$ cat config.mk
export PLATFORM = sky130hd
export DESIGN_NAME = swsr_sensor
export DESIGN_NICKNAME = d
export VERILOG_FILES = /design/src/rtl/swsr_pkg.sv /design/src/rtl/swsr_sensor.sv
export VERILOG_INCLUDE_DIRS = /design/src /design/src/rtl
export SDC_FILE = /design/constraint.sdc
export NUM_CORES = 1
export LEC_CHECK = 0
export BUFFER_PORTS_ARGS = -buffer_cell sky130_fd_sc_hd__buf_2
export CAP_MARGIN = 20
export CORE_ASPECT_RATIO = 0.5
export CORE_MARGIN = 4
export CORE_UTILIZATION = 33
export DETAILED_ROUTE_END_ITERATION = 16
export GPL_TIMING_DRIVEN = 0
export REMOVE_ABC_BUFFERS = 1
export SYNTH_ARGS = -nofsm -noshare
export SYNTH_HDL_FRONTEND = slang
export SYNTH_SLANG_ARGS = --single-unit
$ cat constraint.sdc
create_clock -name core_clk -period 3.6 [get_ports core_clk]
set_input_delay 0.36 -clock core_clk [delete_from_list [all_inputs] [get_ports core_clk]]
set_output_delay 0.36 -clock core_clk [all_outputs]
set_load 0.02 [all_outputs]
$ cat src/rtl/swsr_defines.svh
// Timing counts, widths and reset values for the single-wire sensor readout.
`ifndef SWSR_DEFINES_SVH
`define SWSR_DEFINES_SVH

// ==========================================================================
// Clock rate
// ==========================================================================
`define SWSR_CLK_MHZ 20

// ==========================================================================
// Line timing in microseconds, and the derived counts of core_clk cycles
// ==========================================================================
`define SWSR_START_MIN_US 800
`define SWSR_START_MIN_CYC (`SWSR_START_MIN_US * `SWSR_CLK_MHZ)
`define SWSR_TURN_US 30
`define SWSR_TURN_CYC (`SWSR_TURN_US * `SWSR_CLK_MHZ)
`define SWSR_RESP_LOW_US 80
`define SWSR_RESP_LOW_CYC (`SWSR_RESP_LOW_US * `SWSR_CLK_MHZ)
`define SWSR_RESP_HIGH_US 80
`define SWSR_RESP_HIGH_CYC (`SWSR_RESP_HIGH_US * `SWSR_CLK_MHZ)
`define SWSR_BIT_LOW_US 50
`define SWSR_BIT_LOW_CYC (`SWSR_BIT_LOW_US * `SWSR_CLK_MHZ)
`define SWSR_ZERO_HIGH_US 27
`define SWSR_ZERO_HIGH_CYC (`SWSR_ZERO_HIGH_US * `SWSR_CLK_MHZ)
`define SWSR_ONE_HIGH_US 70
`define SWSR_ONE_HIGH_CYC (`SWSR_ONE_HIGH_US * `SWSR_CLK_MHZ)
`define SWSR_END_LOW_US 50
`define SWSR_END_LOW_CYC (`SWSR_END_LOW_US * `SWSR_CLK_MHZ)

// ==========================================================================
// Widths and reset values
// ==========================================================================
`define SWSR_TMR_W 20
`define SWSR_FRAME_BITS 40
`define SWSR_BITCNT_W 6
`define SWSR_WORD_W 16
`define SWSR_FIFO_DEPTH 16
`define SWSR_MEAS_RESET 16'h0000

`endif

$ cat src/rtl/swsr_pkg.sv
// Types shared by the single-wire sensor readout design.
`include "swsr_defines.svh"

package swsr_pkg;

   // Frame engine states.
   typedef enum logic [3:0] {
      ST_SLEEP,
      ST_START_LOW,
      ST_TURN,
      ST_RESP_LOW,
      ST_RESP_HIGH,
      ST_BIT_LOW,
      ST_BIT_HIGH,
      ST_END_LOW,
      ST_MEASURE
   } swsr_state_e;

   typedef logic [`SWSR_TMR_W-1:0] swsr_tmr_t;
   typedef logic [`SWSR_WORD_W-1:0] swsr_word_t;

endpackage

$ cat src/rtl/swsr_sensor.sv
// Device end of the single-wire sensor readout link with its measurement FIFO.
`timescale 1ns/100ps
`default_nettype none
`include "swsr_defines.svh"

// ==========================================================================
// Measurement FIFO
// ==========================================================================
// Synchronous FIFO; room and empty are registered, so ready leaves straight from a flop.
module swsr_fifo #(
   parameter int WIDTH = `SWSR_WORD_W,
   parameter int DEPTH = `SWSR_FIFO_DEPTH
) (
   input wire logic core_clk,
   input wire logic reset,
   input wire logic inValid,
   output logic inReady,
   input wire logic [WIDTH-1:0] inData,
   output logic outValid,
   input wire logic outReady,
   output logic [WIDTH-1:0] outData
);
   localparam int AW = $clog2(DEPTH);
   localparam int CW = AW + 1;

   logic [WIDTH-1:0] mem [DEPTH];
   logic [AW-1:0] wrPtr_ff;
   logic [AW-1:0] nxt_wrPtr;
   logic [AW-1:0] rdPtr_ff;
   logic [AW-1:0] nxt_rdPtr;
   logic [CW-1:0] count_ff;
   logic [CW-1:0] nxt_count;
   logic room_ff;
   logic nxt_room;
   logic empty_ff;
   logic nxt_empty;
   logic doWr;
   logic doRd;
   // Pointer and occupancy bookkeeping; pointers wrap because the depth is a power of two.
   always_comb begin
      doWr = inValid && room_ff;
      doRd = outReady && !empty_ff;
      nxt_wrPtr = wrPtr_ff + AW'(doWr);
      nxt_rdPtr = rdPtr_ff + AW'(doRd);
      nxt_count = count_ff + CW'(doWr) - CW'(doRd);
      nxt_room = (nxt_count != CW'(DEPTH));
      nxt_empty = (nxt_count == '0);
   end
   // Bookkeeping registers.
   always_ff @(posedge core_clk) begin
      if (reset) begin
         wrPtr_ff <= '0;
         rdPtr_ff <= '0;
         count_ff <= '0;
         room_ff <= 1'b1;
         empty_ff <= 1'b1;
      end else begin
         wrPtr_ff <= nxt_wrPtr;
         rdPtr_ff <= nxt_rdPtr;
         count_ff <= nxt_count;
         room_ff <= nxt_room;
         empty_ff <= nxt_empty;
      end
   end
   // Storage needs no reset; only entries below the count are ever read.
   always_ff @(posedge core_clk) begin
      if (doWr) begin
         mem[wrPtr_ff] <= inData;
      end
   end
   assign inReady = room_ff;
   assign outValid = !empty_ff;
   assign outData = mem[rdPtr_ff];
endmodule

// ==========================================================================
// Frame engine
// ==========================================================================
module swsr_sensor
   import swsr_pkg::*;
#(
   parameter int unsigned START_MIN_CYC = `SWSR_START_MIN_CYC,
   parameter int unsigned CYC_PER_US = `SWSR_CLK_MHZ // Clock cycles per microsecond; a bench may shorten it.
) (
   input wire logic core_clk,
   input wire logic reset,
   input wire logic lineIn,
   output logic lineOut,
   output logic lineOe,
   input wire logic measValid,
   output logic measReady,
   input wire logic [`SWSR_WORD_W-1:0] measData,
   output logic measReq,
   output logic asleep
);
   localparam swsr_tmr_t StartLim = swsr_tmr_t'(START_MIN_CYC - 1); // The timer lags the low time by one.
   localparam swsr_tmr_t TurnLim = swsr_tmr_t'(`SWSR_TURN_US * CYC_PER_US - 1);
   localparam swsr_tmr_t RespLowLim = swsr_tmr_t'(`SWSR_RESP_LOW_US * CYC_PER_US - 1);
   localparam swsr_tmr_t RespHighLim = swsr_tmr_t'(`SWSR_RESP_HIGH_US * CYC_PER_US - 1);
   localparam swsr_tmr_t BitLowLim = swsr_tmr_t'(`SWSR_BIT_LOW_US * CYC_PER_US - 1);
   localparam swsr_tmr_t ZeroHighLim = swsr_tmr_t'(`SWSR_ZERO_HIGH_US * CYC_PER_US - 1);
   localparam swsr_tmr_t OneHighLim = swsr_tmr_t'(`SWSR_ONE_HIGH_US * CYC_PER_US - 1);
   localparam swsr_tmr_t EndLowLim = swsr_tmr_t'(`SWSR_END_LOW_US * CYC_PER_US - 1);
   localparam logic [`SWSR_BITCNT_W-1:0] LastBit = `SWSR_BITCNT_W'(`SWSR_FRAME_BITS - 1);
   swsr_state_e state_ff;
   swsr_state_e nxt_state;
   swsr_tmr_t timer_ff;
   swsr_tmr_t nxt_timer;
   logic [`SWSR_FRAME_BITS-1:0] frame_ff;
   logic [`SWSR_FRAME_BITS-1:0] nxt_frame;
   logic [`SWSR_BITCNT_W-1:0] bitCnt_ff;
   logic [`SWSR_BITCNT_W-1:0] nxt_bitCnt;
   swsr_word_t hum_ff;
   swsr_word_t nxt_hum;
   swsr_word_t temp_ff;
   swsr_word_t nxt_temp;
   logic word_ff;
   logic nxt_word;
   logic lineOe_ff;
   logic nxt_lineOe;
   logic lineOut_ff;
   logic measReq_ff;
   logic nxt_measReq;
   logic asleep_ff;
   logic fifoValid;
   logic fifoPop;
   swsr_word_t fifoData;
   logic [7:0] checkSum;
   swsr_tmr_t highLim;
   // The front end may deliver a measurement whenever the FIFO has room; the FIFO holds it until the frame ends.
   swsr_fifo #(
      .WIDTH(`SWSR_WORD_W),
      .DEPTH(`SWSR_FIFO_DEPTH)
   ) measFifo (
      .core_clk(core_clk),
      .reset(reset),
      .inValid(measValid),
      .inReady(measReady),
      .inData(measData),
      .outValid(fifoValid),
      .outReady(fifoPop),
      .outData(fifoData)
   );

   // Frame sequencer: start detection, answer, data bits, closing low and measurement store.
   always_comb begin
      nxt_state = state_ff;
      nxt_timer = (timer_ff == '1) ? timer_ff : timer_ff + swsr_tmr_t'(1);
      nxt_frame = frame_ff;
      nxt_bitCnt = bitCnt_ff;
      nxt_hum = hum_ff;
      nxt_temp = temp_ff;
      nxt_word = word_ff;
      nxt_measReq = 1'b0;
      fifoPop = 1'b0;
      checkSum = 8'(hum_ff[15:8] + hum_ff[7:0] + temp_ff[15:8] + temp_ff[7:0]);
      highLim = frame_ff[`SWSR_FRAME_BITS-1] ? OneHighLim : ZeroHighLim;
      case (state_ff)
         ST_SLEEP: begin
            // Only a low line can begin a start pulse; a high line is no event.
            if (!lineIn) begin
               nxt_state = ST_START_LOW;
            end
         end
         ST_START_LOW: begin
            // A low shorter than the minimum is a glitch and sends us back to sleep.
            if (lineIn) begin
               nxt_state = (timer_ff >= StartLim) ? ST_TURN : ST_SLEEP;
            end
         end
         ST_TURN: begin
            // The frame is latched here so that it stays fixed while it is sent.
            if (timer_ff == TurnLim) begin
               nxt_state = ST_RESP_LOW;
               nxt_frame = {hum_ff, temp_ff, checkSum};
            end
         end
         ST_RESP_LOW: begin
            if (timer_ff == RespLowLim) begin
               nxt_state = ST_RESP_HIGH;
            end
         end
         ST_RESP_HIGH: begin
            if (timer_ff == RespHighLim) begin
               nxt_state = ST_BIT_LOW;
               nxt_bitCnt = '0;
            end
         end
         ST_BIT_LOW: begin
            if (timer_ff == BitLowLim) begin
               nxt_state = ST_BIT_HIGH;
            end
         end
         ST_BIT_HIGH: begin
            // The high time carries the value of the most significant remaining bit.
            if (timer_ff == highLim) begin
               nxt_frame = {frame_ff[`SWSR_FRAME_BITS-2:0], 1'b0};
               nxt_bitCnt = bitCnt_ff + `SWSR_BITCNT_W'(1);
               nxt_state = (bitCnt_ff == LastBit) ? ST_END_LOW : ST_BIT_LOW;
            end
         end
         ST_END_LOW: begin
            if (timer_ff == EndLowLim) begin
               nxt_state = ST_MEASURE;
               nxt_measReq = 1'b1;
               nxt_word = 1'b0;
            end
         end
         ST_MEASURE: begin
            // Line activity is not watched here; a start during the store is lost.
            fifoPop = fifoValid;
            if (fifoValid && !word_ff) begin
               nxt_hum = fifoData;
               nxt_word = 1'b1;
            end else if (fifoValid) begin
               nxt_temp = fifoData;
               nxt_state = ST_SLEEP;
            end
         end
         default: begin
            nxt_state = ST_SLEEP;
         end
      endcase
      // Every state measures its own time from its first cycle.
      if (nxt_state != state_ff) begin
         nxt_timer = '0;
      end
      // Open drain: the line is only ever pulled low, high comes from the pull-up.
      nxt_lineOe = (nxt_state == ST_RESP_LOW) || (nxt_state == ST_BIT_LOW) || (nxt_state == ST_END_LOW);
   end

   // Sequencer registers.
   always_ff @(posedge core_clk) begin
      if (reset) begin
         state_ff <= ST_SLEEP;
         timer_ff <= '0;
         frame_ff <= '0;
         bitCnt_ff <= '0;
         hum_ff <= `SWSR_MEAS_RESET;
         temp_ff <= `SWSR_MEAS_RESET;
         word_ff <= 1'b0;
         lineOe_ff <= 1'b0;
         lineOut_ff <= 1'b0;
         measReq_ff <= 1'b0;
         asleep_ff <= 1'b1;
      end else begin
         state_ff <= nxt_state;
         timer_ff <= nxt_timer;
         frame_ff <= nxt_frame;
         bitCnt_ff <= nxt_bitCnt;
         hum_ff <= nxt_hum;
         temp_ff <= nxt_temp;
         word_ff <= nxt_word;
         lineOe_ff <= nxt_lineOe;
         lineOut_ff <= 1'b0;
         measReq_ff <= nxt_measReq;
         asleep_ff <= (nxt_state == ST_SLEEP);
      end
   end

   assign lineOut = lineOut_ff;
   assign lineOe = lineOe_ff;
   assign measReq = measReq_ff;
   assign asleep = asleep_ff;
endmodule

`default_nettype wire

==> qor.yml <==
ys.warnings.count: 0
fin_ws_ns: 0.218
clock_skew_ns: 0.0166
hpwl_mm: 22.9
dp.cells: 1737
synth_area_sq_mm: 0.0164
power_density_mw_per_mm2: 491
end_kind: "flip-flop"
yosys.area.top_type_share_pct: 46.9
cts_max_level: 2
core_area_sq_mm: 0.0489
setup-violations-final: 0
finalInstanceArea_sq_mm: 0.0187
wire_per_inst_um: 19.6
cp-start-kind: "flip-flop"
routed_wl_mm: 35.4
clk_latency_ns: 0.55
cts_buffer_depth: 3
port_buffers: 23
antenna_found_initial: 0
first_iter_violations: 809
hold_violations: 0
cts_made_buffers: 37
r2r_end: "frame_ff[7]$_SDFFE_PP0P_"
synth_top_area_cell: "edfxtp_1"
tns_ns: 0
grt_setup_unrepaired: "false"
rows: 57
ys_ff_latch: 377
die_w_um: 323
place.gp.congestion: 0.834
layout-drive-gt1-share_pct: 22.5
r2r-start: "hum_ff[9]$_SDFFE_PP0P_"
hold_path_depth: 1
worstPathArrival_ns: 3.79
grt_usage_pct: 13.1
final.period_utilization_pct: 94.0
crit_type: "reg -> reg"
cts_tree: "done"
clk_pin_slew_ns: 0.06
synthTopCellsByCount: "256 x edfxtp_1, 121 x dfxtp_1, 111 x nor2_1"
ff2ff_setup_slack_ns: 0.22
viasPerCell: 5.19
place_ws_ns: -0.523
drtAntennaViolNets: 0
first_global_vias: 9431
ys_top_cells_by_area: "edfxtp_1 47%, dfxtp_1 15%, mux4_2 11%"
synth-edff-count: 256
initial_core_util_pct: 33.6
worstPathRequired_ns: 4.01
drc_errors: 0
max_cap_violations: 0
grt_first_pass_wirelength_mm: 55.1
grt_max_degree: 75
ir_worst_vdd_v: 0.000329
die_area_sq_mm: 0.0536
hold-path-endpoint: "measFifo.mem[6][14]$_DFFE_PP_"
slew_headroom_pct: 26.0
synth_top_flop_cell: "edfxtp_1"
totalPowerFinal_uw: 9190
synth-async-reset-ratio_pct: 0
die_h_um: 166
worst_slew_pin_slew_ns: 1.11
fin_crit_ns: 3.38
yosysMostFrequentCell: "edfxtp_1"
reg2reg_depth: 11
final_cells: 1807
clock-sinks: 377
drtPass1Iterations: 5
outcome: "complete, no violations"
cts_root_buffer: "clkbuf_16"
n_antenna_cell: 0
leakage_uw: 0.00610
yosysUniqueCellTypes: 75
maxSlewViolCount: 0
synth_cells: 1103
vias: 9372
seq_area_frac_synth_pct: 61.6
min_from: "measData[14]"
overflow: 0
min_path_type: "in -> reg"
areaGrowthSynthToFinish_pct: 14.1
ios: 25
synth_area_per_cell_sq_um: 14.9
worstPathMaxFanout: 3
placed_area_sq_mm: 0.0175
fmax_mhz: 296
nets: 1183
layout by cell type (no fill, tap or decap), drive strengths merged, types with 9 or more instances in the layout:
cell | Yosys | final
a211oi | 41 | 41
a21oi | 30 | 30
buf | 39 | 54
clkbuf | 28 | 44
clkinv | 0 | 18
dfxtp | 121 | 121
edfxtp | 256 | 256
fa | 15 | 15
ha | 18 | 18
inv | 17 | 18
mux2i | 56 | 56
mux4 | 80 | 80
nand2 | 52 | 52
nand2b | 9 | 9
nand3 | 35 | 35
nand4 | 12 | 12
nor2 | 112 | 112
nor2b | 14 | 14
nor3 | 17 | 17
nor4 | 9 | 9
xnor2 | 12 | 12
xor2 | 12 | 12
where the power goes:
part	internal, uW	total, uW	switching [uW]
Sequential	4770	4830	60.4
Clock	2070	3730	1660
Combinational	243	621	378
Total	7090	9190	2100
final cells by class:
| type | instances | area, sq um |
|---|---|---|
| Multi-Input combinational cell | 643 | 5970 |
| Sequential cell | 377 | 10100 |
| Timing Repair Buffer | 54 | 574 |
| Inverter | 17 | 63.8 |
| Clock buffer | 44 | 956 |
| Tap cell | 649 | 812 |
| Fill cell | 4442 | 30100 |
| Clock inverter | 23 | 211 |
metrics by stage:
stage	hold slack [ns]	util (%)
after global routing	0.176	38.3
after detailed placement	0.451	35.8
after global placement	0.447	34.8
after floorplan	0.425	-
final	0.188	38.3
after CTS	0.154	38.3
registers in the layout, summed over array words and instances (netlist names), 4 cells and up:
signal,flops
bitCnt_ff,6
frame_ff,40
hum_ff,16
measFifo.count_ff,5
measFifo.mem,256
measFifo.rdPtr_ff,4
measFifo.wrPtr_ff,4
state_ff,4
temp_ff,16
timer_ff,20
per-layer routing:
metal / GRT usage (%) / vias to the layer above / routed length [um]
li1: - / 4312 / -
met1: 17.1 / 4812 / 15200
met2: 22.5 / 199 / 17700
met3: 2.48 / 49 / 1730
met4: 3.21 / 0 / 703
met5: 0 / - / 0
how the worst max path moves through the flow:
stage | startpoint | endpoint | depth (start not counted)
6_report | hum_ff[9]$_SDFFE_PP0P_ | frame_ff[7]$_SDFFE_PP0P_ | 11
5_1_grt | hum_ff[1]$_SDFFE_PP0P_ | frame_ff[7]$_SDFFE_PP0P_ | 11
4_1_cts | state_ff[2]$_SDFF_PP0_ | frame_ff[7]$_SDFFE_PP0P_ | 7
3_3_place_gp | state_ff[2]$_SDFF_PP0_ | frame_ff[7]$_SDFFE_PP0P_ | 6
3_5_place_dp | state_ff[2]$_SDFF_PP0_ | frame_ff[7]$_SDFFE_PP0P_ | 7
2_1_floorplan | state_ff[2]$_SDFF_PP0_ | frame_ff[7]$_SDFFE_PP0P_ | 6
cells by family (layout without fill, tap and decap cells):
| kind of cell | count (synthesis) | after routing | share of synthesized area, % |
|---|---|---|---|
| AO/OA/AOI/OAI | 133 | 133 | 6.99 |
| AND/OR/NAND/NOR | 315 | 316 | 10.0 |
| flip-flops | 377 | 377 | 61.6 |
| buffers and inverters | 84 | 138 | 2.45 |
| other | 1 | 1 | 0.0229 |
| adder cells (fa/ha/maj) | 33 | 33 | 3.20 |
| multiplexers | 136 | 136 | 14.4 |
| XOR/XNOR | 24 | 24 | 1.28 |
what timing repair did:
item / 4_1_cts / 5_1_grt
gates cloned: 1 / 0
setup endpoints to repair: 39 / 65
pin swaps: 2 / 1
setup buffers: 0 / 2
gates resized for setup: 2 / 2
hold buffers: 0 / 0
critical path, cell delays in order, from the launching register on:
cell      delay [ns]
dfxtp_1         0.39
fa_1            0.47
fa_1            0.52
ha_1            0.17
inv_1           0.06
fa_1            0.38
nor2b_1         0.21
o31a_1          0.18
o21ai_0         0.11
and3_1          0.21
o311ai_1        0.42
a21oi_1         0.13
Note: power is estimated with default switching activity, not from simulation.
